**config.mk**
```make
export PLATFORM = sky130hd
export DESIGN_NAME = pxi_port_io
export DESIGN_NICKNAME = d
export VERILOG_FILES = /design/src/common/pxi_pkg.sv /design/src/core/pxi_sync.sv /design/src/core/pxi_port_io.sv
export SDC_FILE = /design/constraint.sdc
export NUM_CORES = 1
export LEC_CHECK = 0
export ABC_AREA = 1
export BUFFER_PORTS_ARGS = -buffer_cell sky130_fd_sc_hd__buf_2
export CORE_MARGIN = 2
export CORE_UTILIZATION = 44
export CTS_CLUSTER_SIZE = 12
export DETAILED_ROUTE_END_ITERATION = 7
export PLACE_DENSITY = 0.71
export SLEW_MARGIN = 20
export SYNTH_ARGS = -nofsm -noshare
export SYNTH_HDL_FRONTEND = slang
export SYNTH_SLANG_ARGS = --single-unit
```
**constraint.sdc**
```tcl
create_clock -name sys_clk_i -period 2.3 [get_ports sys_clk_i]
set_input_delay 0.46 -clock sys_clk_i [delete_from_list [all_inputs] [get_ports sys_clk_i]]
set_output_delay 0.46 -clock sys_clk_i [all_outputs]
set_load 0.03 [all_outputs]
```
**src/common/pxi_pkg.sv**
```systemverilog
// What this block does
// - Selected edge on the interrupt pin sets request flag, bit 0 at 3EH.
// - Pin-level flag, bit 0 at 0FH, reads the interrupt pin level.
// - Ports B and E choose input or output per line by direction register.
// - Bitwise line switched to output drives its held latch at once.
// - Ports C and D switch all four lines together, one control each.
// - Group port switched to output drives its held latch on all pins.
// - Port E direction is a 4-bit register at 27H, reset 0, 1 = output.
// - Bit 2 of 37H sets port C direction, bit 3 sets port D.
// - Ports B-E: read gives pins in input mode, latch in output; writes load latch.
// - After reset C and D output low; B and E are inputs.
package pxi_pkg;
    localparam int PXI_AW = 8;
    localparam int PXI_DW = 4;
    // Register file offsets (control bank)
    localparam logic [7:0] PXI_PIN_LEVEL_ADDR = 8'h0f;
    localparam logic [7:0] PXI_PORT_B_DIR_ADDR = 8'h26;
    localparam logic [7:0] PXI_PORT_E_DIR_ADDR = 8'h27;
    localparam logic [7:0] PXI_GROUP_DIR_ADDR = 8'h37;
    localparam logic [7:0] PXI_IRQ_ADDR = 8'h3e;
    // Port register offsets (data bank)
    localparam logic [7:0] PXI_PORT_E_ADDR = 8'h6f;
    localparam logic [7:0] PXI_KEY_RET_ADDR = 8'h70;
    localparam logic [7:0] PXI_PORT_B_ADDR = 8'h71;
    localparam logic [7:0] PXI_PORT_C_ADDR = 8'h72;
    localparam logic [7:0] PXI_PORT_D_ADDR = 8'h73;
    // Field positions
    localparam int PXI_IRQ_BIT = 0;
    localparam int PXI_LEVEL_BIT = 0;
    localparam int PXI_GRP_C_BIT = 2;
    localparam int PXI_GRP_D_BIT = 3;
    // Reset values
    localparam logic [3:0] PXI_DIR_BIT_RST = 4'h0;
    localparam logic [3:0] PXI_GROUP_DIR_RST = 4'hc;
    localparam logic [3:0] PXI_LATCH_RST = 4'h0;

    // CPU register access, one nibble per cycle
    typedef struct packed {
        logic rd;
        logic wr;
        logic [7:0] addr;
        logic [3:0] wdata;
    } pxi_req_s;

    // One bidirectional 4-bit port at the pins
    typedef struct packed {
        logic [3:0] out;
        logic [3:0] oe;
    } pxi_pin_s;
endpackage

```
**src/core/pxi_sync.sv**
```systemverilog
`timescale 1ns/1ps
// Two-stage synchroniser for pin inputs
module pxi_sync #(
    parameter int WIDTH = 1
) (
    input wire logic sys_clk_i,
    input wire logic reset_i,
    input wire logic [WIDTH-1:0] async_i,
    output logic [WIDTH-1:0] sync_o
);
    logic [WIDTH-1:0] meta_q;

    // First stage feeds only the second stage
    always_ff @(posedge sys_clk_i or posedge reset_i) begin
        if (reset_i) begin
            meta_q <= '0;
            sync_o <= '0;
        end else begin
            meta_q <= async_i;
            sync_o <= meta_q;
        end
    end
endmodule

```
**src/core/pxi_port_io.sv**
```systemverilog
`timescale 1ns/1ps
module pxi_port_io
    import pxi_pkg::*;
(
    input wire logic sys_clk_i,
    input wire logic reset_i,
    input wire pxi_req_s req_i,
    output logic [3:0] rdata_o,
    input wire logic int_pin_i,
    input wire logic int_rise_sel_i,
    input wire logic [3:0] key_return_port_i,
    input wire logic [3:0] bitwise_port_b_i,
    input wire logic [3:0] group_port_c_i,
    input wire logic [3:0] group_port_d_i,
    input wire logic [3:0] bitwise_port_e_i,
    output pxi_pin_s bitwise_port_b_o,
    output pxi_pin_s group_port_c_o,
    output pxi_pin_s group_port_d_o,
    output pxi_pin_s bitwise_port_e_o
);
    typedef struct packed {
        logic [3:0] rdata;
        logic int_prev;
        logic [1:0] settle;
        logic irq;
        logic [3:0] port_b_dir;
        logic [3:0] port_e_direction;
        logic [3:0] group_direction_bits;
        logic [3:0] latch_b;
        logic [3:0] latch_c;
        logic [3:0] latch_d;
        logic [3:0] latch_e;
        pxi_pin_s pin_b;
        pxi_pin_s pin_c;
        pxi_pin_s pin_d;
        pxi_pin_s pin_e;
    } pxi_state_s;

    pxi_state_s state_q;
    pxi_state_s state_d;
    logic [3:0] sync_a;
    logic [3:0] sync_b;
    logic [3:0] sync_c;
    logic [3:0] sync_d;
    logic [3:0] sync_e;
    logic int_sync;
    logic [3:0] dir_c;
    logic [3:0] dir_d;

    // All pin inputs are asynchronous to the CPU clock
    pxi_sync #(.WIDTH(21)) u_sync (
        .sys_clk_i(sys_clk_i),
        .reset_i(reset_i),
        .async_i({int_pin_i, key_return_port_i, bitwise_port_b_i,
                  group_port_c_i, group_port_d_i, bitwise_port_e_i}),
        .sync_o({int_sync, sync_a, sync_b, sync_c, sync_d, sync_e})
    );

    // Mix pins and latch per line by direction
    function automatic logic [3:0] port_view(input logic [3:0] dir,
                                             input logic [3:0] latch,
                                             input logic [3:0] pins);
        port_view = (dir & latch) | (~dir & pins);
    endfunction

    // Write strobe for one address
    function automatic logic hit_wr(input pxi_req_s r,
                                    input logic [7:0] a);
        hit_wr = r.wr && (r.addr == a);
    endfunction

    assign dir_c = {4{state_q.group_direction_bits[PXI_GRP_C_BIT]}};
    assign dir_d = {4{state_q.group_direction_bits[PXI_GRP_D_BIT]}};

    // Next state: register writes, reads, edge flag and pin drive
    always_comb begin
        logic edge_seen;
        logic [3:0] dc;
        logic [3:0] dd;
        edge_seen = 1'b0;
        dc = 4'h0;
        dd = 4'h0;
        state_d = state_q;
        state_d.int_prev = int_sync;
        edge_seen = int_rise_sel_i ? (int_sync && !state_q.int_prev)
                                   : (!int_sync && state_q.int_prev);
        // Edges ignored until the synchroniser refills after reset,
        // so a pin held high is no edge; a real one that early is lost
        edge_seen = edge_seen && (&state_q.settle);
        if (!(&state_q.settle)) begin
            state_d.settle = state_q.settle + 2'h1;
        end
        // Clear by write first, so a same-cycle edge still wins
        if (hit_wr(req_i, PXI_IRQ_ADDR)) begin
            state_d.irq = req_i.wdata[PXI_IRQ_BIT];
        end
        if (edge_seen) begin
            state_d.irq = 1'b1;
        end
        if (hit_wr(req_i, PXI_PORT_B_DIR_ADDR)) begin
            state_d.port_b_dir = req_i.wdata;
        end
        if (hit_wr(req_i, PXI_PORT_E_DIR_ADDR)) begin
            state_d.port_e_direction = req_i.wdata;
        end
        if (hit_wr(req_i, PXI_GROUP_DIR_ADDR)) begin
            state_d.group_direction_bits[PXI_GRP_C_BIT] =
                req_i.wdata[PXI_GRP_C_BIT];
            state_d.group_direction_bits[PXI_GRP_D_BIT] =
                req_i.wdata[PXI_GRP_D_BIT];
        end
        if (hit_wr(req_i, PXI_PORT_B_ADDR)) begin
            state_d.latch_b = req_i.wdata;
        end
        if (hit_wr(req_i, PXI_PORT_C_ADDR)) begin
            state_d.latch_c = req_i.wdata;
        end
        if (hit_wr(req_i, PXI_PORT_D_ADDR)) begin
            state_d.latch_d = req_i.wdata;
        end
        if (hit_wr(req_i, PXI_PORT_E_ADDR)) begin
            state_d.latch_e = req_i.wdata;
        end
        // Key-return port has no latch; writes fall through
        // Read mux; unused addresses read zero
        state_d.rdata = 4'h0;
        if (req_i.rd) begin
            unique case (req_i.addr)
                PXI_PIN_LEVEL_ADDR: begin
                    state_d.rdata[PXI_LEVEL_BIT] = int_sync;
                end
                PXI_IRQ_ADDR: state_d.rdata[PXI_IRQ_BIT] = state_q.irq;
                PXI_PORT_B_DIR_ADDR: state_d.rdata = state_q.port_b_dir;
                PXI_PORT_E_DIR_ADDR:
                    state_d.rdata = state_q.port_e_direction;
                PXI_GROUP_DIR_ADDR:
                    state_d.rdata = state_q.group_direction_bits;
                PXI_KEY_RET_ADDR: state_d.rdata = sync_a;
                PXI_PORT_B_ADDR: state_d.rdata = port_view(
                    state_q.port_b_dir, state_q.latch_b, sync_b);
                PXI_PORT_C_ADDR:
                    state_d.rdata = port_view(dir_c, state_q.latch_c, sync_c);
                PXI_PORT_D_ADDR:
                    state_d.rdata = port_view(dir_d, state_q.latch_d, sync_d);
                PXI_PORT_E_ADDR: state_d.rdata = port_view(
                    state_q.port_e_direction, state_q.latch_e, sync_e);
                default: state_d.rdata = 4'h0;
            endcase
        end
        // Held latch driven once line is output
        state_d.pin_b.oe = state_d.port_b_dir;
        state_d.pin_b.out = state_d.latch_b;
        state_d.pin_e.oe = state_d.port_e_direction;
        state_d.pin_e.out = state_d.latch_e;
        // Group drives latch on all four
        dc = {4{state_d.group_direction_bits[PXI_GRP_C_BIT]}};
        dd = {4{state_d.group_direction_bits[PXI_GRP_D_BIT]}};
        state_d.pin_c.oe = dc;
        state_d.pin_c.out = state_d.latch_c;
        state_d.pin_d.oe = dd;
        state_d.pin_d.out = state_d.latch_d;
    end

    // Reset: C and D output low, B and E input
    always_ff @(posedge sys_clk_i or posedge reset_i) begin
        if (reset_i) begin
            state_q <= '0;
            state_q.port_b_dir <= PXI_DIR_BIT_RST;
            state_q.port_e_direction <= PXI_DIR_BIT_RST;
            state_q.group_direction_bits <= PXI_GROUP_DIR_RST;
            state_q.latch_c <= PXI_LATCH_RST;
            state_q.latch_d <= PXI_LATCH_RST;
            state_q.pin_c.oe <= 4'hf;
            state_q.pin_d.oe <= 4'hf;
        end else begin
            state_q <= state_d;
        end
    end

    assign rdata_o = state_q.rdata;
    assign bitwise_port_b_o = state_q.pin_b;
    assign group_port_c_o = state_q.pin_c;
    assign group_port_d_o = state_q.pin_d;
    assign bitwise_port_e_o = state_q.pin_e;

    a_irq_edge_set: assert property (
        @(posedge sys_clk_i) disable iff (reset_i)
        (int_rise_sel_i && $rose(int_sync) && (&state_q.settle))
        |=> state_q.irq)
        else $error("edge did not set request flag");
    a_level_read: assert property (
        @(posedge sys_clk_i) disable iff (reset_i)
        (req_i.rd && req_i.addr == PXI_PIN_LEVEL_ADDR)
        |=> rdata_o[0] == $past(int_sync))
        else $error("pin level flag wrong");
    a_dir_b_oe: assert property (
        @(posedge sys_clk_i) disable iff (reset_i)
        hit_wr(req_i, PXI_PORT_B_DIR_ADDR)
        |=> bitwise_port_b_o.oe == $past(req_i.wdata))
        else $error("port B enable not per bit");
    a_out_latch_e: assert property (
        @(posedge sys_clk_i) disable iff (reset_i)
        $rose(bitwise_port_e_o.oe[0])
        |-> bitwise_port_e_o.out[0] == state_q.latch_e[0])
        else $error("port E latch not driven");
    a_group_c_all: assert property (
        @(posedge sys_clk_i) disable iff (reset_i)
        group_port_c_o.oe == 4'h0 || group_port_c_o.oe == 4'hf)
        else $error("port C lines split");
    a_group_d_drive: assert property (
        @(posedge sys_clk_i) disable iff (reset_i)
        $rose(group_port_d_o.oe[0])
        |-> group_port_d_o.out == state_q.latch_d)
        else $error("port D latch not driven");
    a_dir_e_reg: assert property (
        @(posedge sys_clk_i) disable iff (reset_i)
        hit_wr(req_i, PXI_PORT_E_DIR_ADDR)
        ##1 !hit_wr(req_i, PXI_PORT_E_DIR_ADDR)
        ##1 (req_i.rd && req_i.addr == PXI_PORT_E_DIR_ADDR)
        |=> rdata_o == $past(req_i.wdata, 3))
        else $error("port E direction readback wrong");
    a_group_map: assert property (
        @(posedge sys_clk_i) disable iff (reset_i)
        hit_wr(req_i, PXI_GROUP_DIR_ADDR)
        |=> group_port_c_o.oe[0] == $past(req_i.wdata[2])
            && group_port_d_o.oe[0] == $past(req_i.wdata[3]))
        else $error("group direction bits mismapped");
    a_latch_read: assert property (
        @(posedge sys_clk_i) disable iff (reset_i)
        (req_i.rd && req_i.addr == PXI_PORT_C_ADDR && dir_c == 4'hf)
        |=> rdata_o == $past(state_q.latch_c))
        else $error("output-mode read not latch");
    a_key_read: assert property (
        @(posedge sys_clk_i) disable iff (reset_i)
        (req_i.rd && req_i.addr == PXI_KEY_RET_ADDR)
        |=> rdata_o == $past(sync_a))
        else $error("key-return read wrong");
    a_reset_out: assert property (
        @(posedge sys_clk_i)
        $fell(reset_i) |-> group_port_c_o.oe == 4'hf
        && group_port_c_o.out == 4'h0 && bitwise_port_b_o.oe == 4'h0)
        else $error("reset port state wrong");
endmodule

```
==> results of run 1 <==
synth_stat cells:
| master | instances |
|---|---|
| nand4_1 | 1 |
| nand2_1 | 86 |
| inv_1 | 29 |
| buf_4 | 36 |
| o21ai_1 | 12 |
| nand2_2 | 1 |
| o21a_1 | 6 |
| nor2_2 | 7 |
| mux2_2 | 1 |
| o21ai_0 | 25 |
| ha_1 | 1 |
| inv_2 | 3 |
| nor2_4 | 4 |
| nand3_4 | 2 |
| xnor2_1 | 1 |
| a21oi_1 | 5 |
| dfrtp_1 | 74 |
| buf_6 | 1 |
| nor2_1 | 19 |
| nand3_1 | 22 |
| dfstp_2 | 2 |
routing by layer:
layer	track usage	wire, um	share of wire
met5	0	0	0
met2	0.2790	3230	0.49
met1	0.2204	2821	0.43
met3	0.04023	400	0.061
met4	0.08590	112	0.017
metrics by stage:
step / setup slack [ns] / cells
after detailed placement: 0.5160 / 474
after CTS: 0.6494 / 490
after global routing: 0.6192 / 490
final: 0.6690 / 490
after global placement: 0.6023 / 474
after floorplan: 0.9877 / 338
kinds of logic after synthesis:
logic type / Yosys count
AOI/OAI and AO/OA: 48
xor gates and xnor gates: 1
adders and majority gates: 1
buffers and inverters: 69
DFF: 76
muxes: 1
and+or+nand+nor: 142
area by class of cell:
class | instances | area [um2] | share of cell area
Inverter | 32 | 123.9 | 0.03363
Clock buffer | 12 | 145.1 | 0.03940
Clock inverter | 4 | 72.57 | 0.01970
Timing Repair Buffer | 74 | 385.4 | 0.1046
Multi-Input combinational cell | 193 | 928.4 | 0.2520
Sequential cell | 76 | 1904 | 0.5170
Tap cell | 99 | 123.9 | 0.03363
power by group through the flow:
stage / logic, mW / registers (mW) / clock network (mW)
2_1_floorplan: 0.261 / 1.46 / 0
3_3_place_gp: 0.317 / 1.47 / 0
3_5_place_dp: 0.321 / 1.48 / 0
4_1_cts: 0.322 / 1.45 / 1.12
5_1_grt: 0.350 / 1.46 / 1.18
6_report: 0.318 / 1.45 / 1.09
sequential cells by signal, indices dropped and copies added (netlist names):
name	cells
dir_d	1
u_sync.sync_o	21
bitwise_port_b_o	8
group_port_d_o	4
state_q	4
group_port_c_o	4
bitwise_port_e_o	8
dir_c	1
u_sync.meta_q	21
rdata_o	4
worst min path at each step:
stage	cells after the start	from	slack [ns]	endpoint
after detailed placement	0	u_sync.meta_q[20]	0.33	u_sync.sync_o[20]
final	3	reset_i	0.20	u_sync.sync_o[4]
after global routing	1	group_port_d_i[1]	0.20	u_sync.meta_q[5]
after floorplan	0	u_sync.meta_q[0]	0.33	u_sync.sync_o[0]
after global placement	0	u_sync.meta_q[20]	0.33	u_sync.sync_o[20]
after CTS	1	bitwise_port_b_i[3]	0.21	u_sync.meta_q[15]
==> summary.md, run 1 <==
| Metric | Value |
|---|---|
| Status | complete, no violations |
| Comb pwr share | 0.111 |
| Slowest-stage cell, CP | dfstp_2 |
| Distinct cells, synth | 21 |
| Worst relative slew slack | 0.7258 |
| Synth area leaders | dfrtp_1, nand2_1, buf_4, o21ai_0, nand3_1 |
| Post-route ant nets | 0 |
| Layout cell share with drive strength beyond 1 | 0.2788 |
| DRC viols | 0 |
| First-pass GRT wire length | 10980 um |
| Slew Limit Fails | 0 |
| Drt pass-1 iters | 4 |
| Placed cell areas | roughly 3500 um2 |
| Reg2Reg Depth | 7 |
| Pwr Total | ~2.9 mW |
| Cell Rows | 31 |
| # IOs | 74 |
| # resized after CTS | 0 |
| Hold Crit Class | input port to async pin |
| CTS tree | yes |
| Routed vias | ~2300 |
| Max rail drop VDD | between 400 and 500 uV |
| CP arrival | around 1.2 ns |
| Tcrit/Tclk final | 0.7091 |
| Crit Path Class | flip-flop to primary output |
| Die Y | approximately 90 um |
| Reg clk slew, reported paths | approximately 0.080 ns |
| Port bufs | 73 |
| Final instance area | 3684 um2 |
| FILL cells | 685 |
| Die W | ~90 um |
| Syn nets | 377 |
| Worst r2r src | dir_d[0] |
| H-tree depth | 3 |
| MaxCap Viol Count | 0 |
| Final hold vios | 0 |
| FF+latch count, synth | 76 |
| Wire per inst | about 13 um |
| Post-CTS setup repair buffer count | 0 |
| Synth Warn # | 0 |
| CTS root buf | clkbuf_8 |
| Largest net degree at the start of global routing | 77 |
| Most common cell after layout, fill and taps aside | nand2_1 |
| Crit path from | dir_d[0] |
| Setup crit end | group_port_d_o[2] |
| Worst reg-to-reg setup slack | 0.94 ns |
| Post-Synth XOR/XNOR Area | 0.002708 |
| Post-synthesis adder-cell area fraction | 0.003868 |
| Vias/cell | roughly 4.6 |
| Area leader, netlist | dfrtp_1 |
| Gp weighted congestion | roughly 0.9 |
| P_leak | approximately 1.8 nW |
| Vias in the first global route | between 2000 and 2500 |
| Initial core utilization | 0.4507 |
| N_diodes | 0 |
| Crit path cell chain | buf_2 |
| Worst Max-Slew Pin Slew | 0.4104 ns |
| Sw Ratio | 0.2519 |
| Worst hold slack | just over 0.2 ns |
| Area grow syn2layout | 13.89% |
| Post-CTS Hold Fix Bufs | 0 |
| Syn Area/Cell | around 9.6 um2 |
| Compound-Gate Fraction of Synth Area | 0.07892 |
| Critical R2R Capture | rdata_o[0] |
| Worst clock skew | slightly below 0.008 ns |
| Drt total wl | ~6600 um |
| Worst Path Required | 1.84 ns |
| Worst path max stage delay | between 0.6 and 0.7 ns |
| RSZ-0062 raised after global routing | false |
| F_max | approximately 610 MHz |
| Pwr/cell area | 777.2 nW/um2 |
| Mux contribution to synthesized area | 0.003482 |
| Worst path depth | 1 |
| Worst-Skew Late Latency | between 0.3 and 0.4 ns |
| Mapped Cells | about 340 |
| Nets@finish | 425 |
| Post-synthesis sequential area ratio | 0.5888 |
| CTS Buffer Depth | 2 |
| Fin Setup TNS | 0 ns |
| Area of the mapped netlist | 3234 um2 |
| Buf+Inv Stages, Crit Path | 1 |
| Post-synthesis simple-gate area fraction | 0.1981 |
| Number of sinks on the clock net | 76 |
| Clock Power Share | 0.382 |
| Crit Path Max Fanout | 9 |
| Total CTS buffers | 9 |
| Most frequent cells in the layout | nand2_1, dfrtp_1, buf_2, inv_1, o21ai_0 |
| P_sw | roughly 0.72 mW |
| Die Area | 8052 um2 |
| 1st-iter DRT viols | between 100 and 150 |
| Setup crit start kind | flip-flop |
| Internal | 2.142 mW |
| Sequential share of power | 0.507 |
| Total GRT Usage | 0.1729 |
| Critical path's top delay family | flip-flops |
| Crit end category | primary output |
| Final Util | 0.5133 |
| CORE AREA | 7176 um2 |
| Final setup violation count | 0 |
| Post-synth top area share | 0.5725 |
| Initial antenna violation count | 0 |
| Grt total ovfl | 0 |
| Hpwl dp | 4984 um |
| Min cycle time layout | between 1.5 and 2 ns |
| Main combinational cell family by area after synthesis | simple AND/OR/NAND/NOR gates |
(Power assumes the default switching activity.)
==> run 2: changes to the inputs <==
Clock period 2.3 ns to 1.5 ns, I/O delays scaled along.
==> run 2 against run 1 <==
Against the previous run: clock skew shrank 0.00053 ns; critical path type unchanged; utilization grew 0.75 points; combinational power grew 58%; highest routed layer unchanged; sequential share of layout area shrank 0.74 points.
==> summary.md, run 2 (same netlist as run 1, synthesis figures left out) <==
| Metric | Value |
|---|---|
| Slowest-stage cell, CP | dfstp_2 |
| Layout cell share with drive strength beyond 1 | 0.2904 |
| Buf+Inv Stages, Crit Path | 1 |
| Routed vias | 2298 |
| Metal2 WL | between 3000 and 4000 um |
| Crit Path Max Fanout | 8 |
| Vias/cell | between 4 and 5 |
| Pwr/cell area | 1178 nW/um2 |
| Final Util | 0.5208 |
| Drt pass-1 iters | 4 |
| Critical path's top delay family | flip-flops |
| Area grow syn2layout | 15.55% |
| Crit end category | primary output |
| Vias in the first global route | 2280 |
| CTS root buf | clkbuf_8 |
| Wire per inst | ~13 um |
| Number of sinks on the clock net | 76 |
| Crit path from | dir_d[0] |
| Routed met1 length | 2828 um |
| 1st-iter DRT viols | about 110 |
| WL met3 | ~430 um |
| Gp weighted congestion | 0.9010 |
| Worst clock skew | about 0.0074 ns |
| Placed cell areas | approximately 3500 um2 |
| P_leak | ~1.8 nW |
| Drt total wl | about 6600 um |
| CTS tree | yes |
| Die Y | about 90 um |
| Max rail drop VDD | approximately 520 uV |
| Min cycle time layout | 1.441 ns |
| DR top layer | met4 |
| Worst relative slew slack | 0.7427 |
| Die Area | between 8000 and 9000 um2 |
| Crit Path Class | flip-flop to primary output |
| Nets@finish | 430 |
| Initial core utilization | 0.4507 |
| Port bufs | 73 |
| H-tree depth | 3 |
| Post-route ant nets | 0 |
| Worst r2r src | dir_d[0] |
| Total GRT Usage | 0.1731 |
| Reg clk slew, reported paths | about 0.080 ns |
| CTS Buffer Depth | 2 |
| Most frequent cells in the layout | nand2_1, dfrtp_1, buf_2, inv_1, o21ai_0 |
| Largest net degree at the start of global routing | 77 |
| Hold Crit Class | input port to async pin |
| Top Registers | u_sync.meta_q: 21 flops, u_sync.sync_o: 21 flops |
| Cell Rows | 31 |
| First-pass GRT wire length | 10820 um |
| Crit path cell chain | buf_4 |
| Fin cells | between 400 and 500 |
| Slew Limit Fails | 0 |
| DRC viols | 0 |
| Initial antenna violation count | 0 |
| Post-CTS Hold Fix Bufs | 0 |
| Total CTS buffers | 9 |
| CP arrival | around 1.1 ns |
| Worst path max stage delay | slightly above 0.6 ns |
| Worst-Skew Late Latency | 0.35 ns |
| Worst Max-Slew Pin Slew | between 0.3 and 0.4 ns |
| Hpwl dp | approximately 4900 um |
| MaxCap Viol Count | 0 |
| CORE AREA | 7176 um2 |
| Status | complete, no violations |
| Final instance area | about 3700 um2 |
| # IOs | between 70 and 80 |
| RSZ-0062 raised after global routing | false |
| Tcrit/Tclk final | 0.9604 |
| Final setup violation count | 0 |
| Most common cell after layout, fill and taps aside | nand2_1 |
| Grt total ovfl | 0 |
| Worst Path Required | about 1.2 ns |
| F_max | between 600 and 700 MHz |
| Final hold vios | 0 |
| Die W | 89.74 um |
| Fin Setup TNS | 0 ns |
| Setup crit start kind | flip-flop |
| N_diodes | 0 |
| Cells after DPL | 477 |
## run 2: cell count changes in the layout (fill, tap and decap cells not counted), sizes merged
cell and change:
clkinv +1, clkbuf +3, clkinvlp +1
## run 2: per-stage QoR
stage | hold WS, ns | power, mW | setup slack (ns)
after floorplan | 0.3312 | 2.644 | 0.3474
after global placement | 0.3315 | 2.750 | 0.09534
after detailed placement | 0.3347 | 2.757 | 0.07997
after CTS | 0.03414 | 4.443 | 0.001314
after global routing | 0.03722 | 4.599 | 0.02085
final | 0.04423 | 4.403 | 0.05942
## run 2: tightest hold or removal path, stage by stage
cell and delay, ns:
buf_2 0.11, clkinvlp_4 0.07, buf_12 0.33
## run 2: worst paths after layout
check	slack [ns]	endpoint	depth (start not counted)
max	0.06	group_port_d_o[2]	1
min	0.04	u_sync.sync_o[7]	3
max reg2reg	0.13	rdata_o[0]	7
min reg2reg	0.35	u_sync.sync_o[3]	0
max in group asynchronous	1.13	dir_c[0]	3
min in group sys_clk_i	0.05	u_sync.meta_q[19]	1
## run 2: layout make-up
| class | count | area [um2] |
|---|---|---|
| clock buffer | 10 | 127.6 |
| clock inverter | 6 | 88.84 |
| inverter | 32 | 123.9 |
| multi-input combinational | 193 | 928.4 |
| timing repair buffer | 79 | 440.4 |
| tap | 99 | 123.9 |
| fill | 663 | 3438 |
| sequential | 76 | 1904 |
## run 2: where the power goes
part           switching [mW]  internal, mW  total [mW]
Clock                   0.741         0.936        1.68
Combinational           0.347         0.157       0.504
Sequential             0.0608          2.16        2.22
Total                    1.15          3.25        4.40
## run 2: per-layer routing
metal | global-route usage | vias to the layer above
met1 | 0.2125 | 1067
met3 | 0.04359 | 21
li1 | - | 1136
met5 | 0 | -
met2 | 0.2734 | 74
met4 | 0.1115 | 0
## run 2: repair_timing
item,in CTS,in global routing
buffers inserted,0,2
gates resized for setup,0,12
endpoints found under the setup margin,0,8
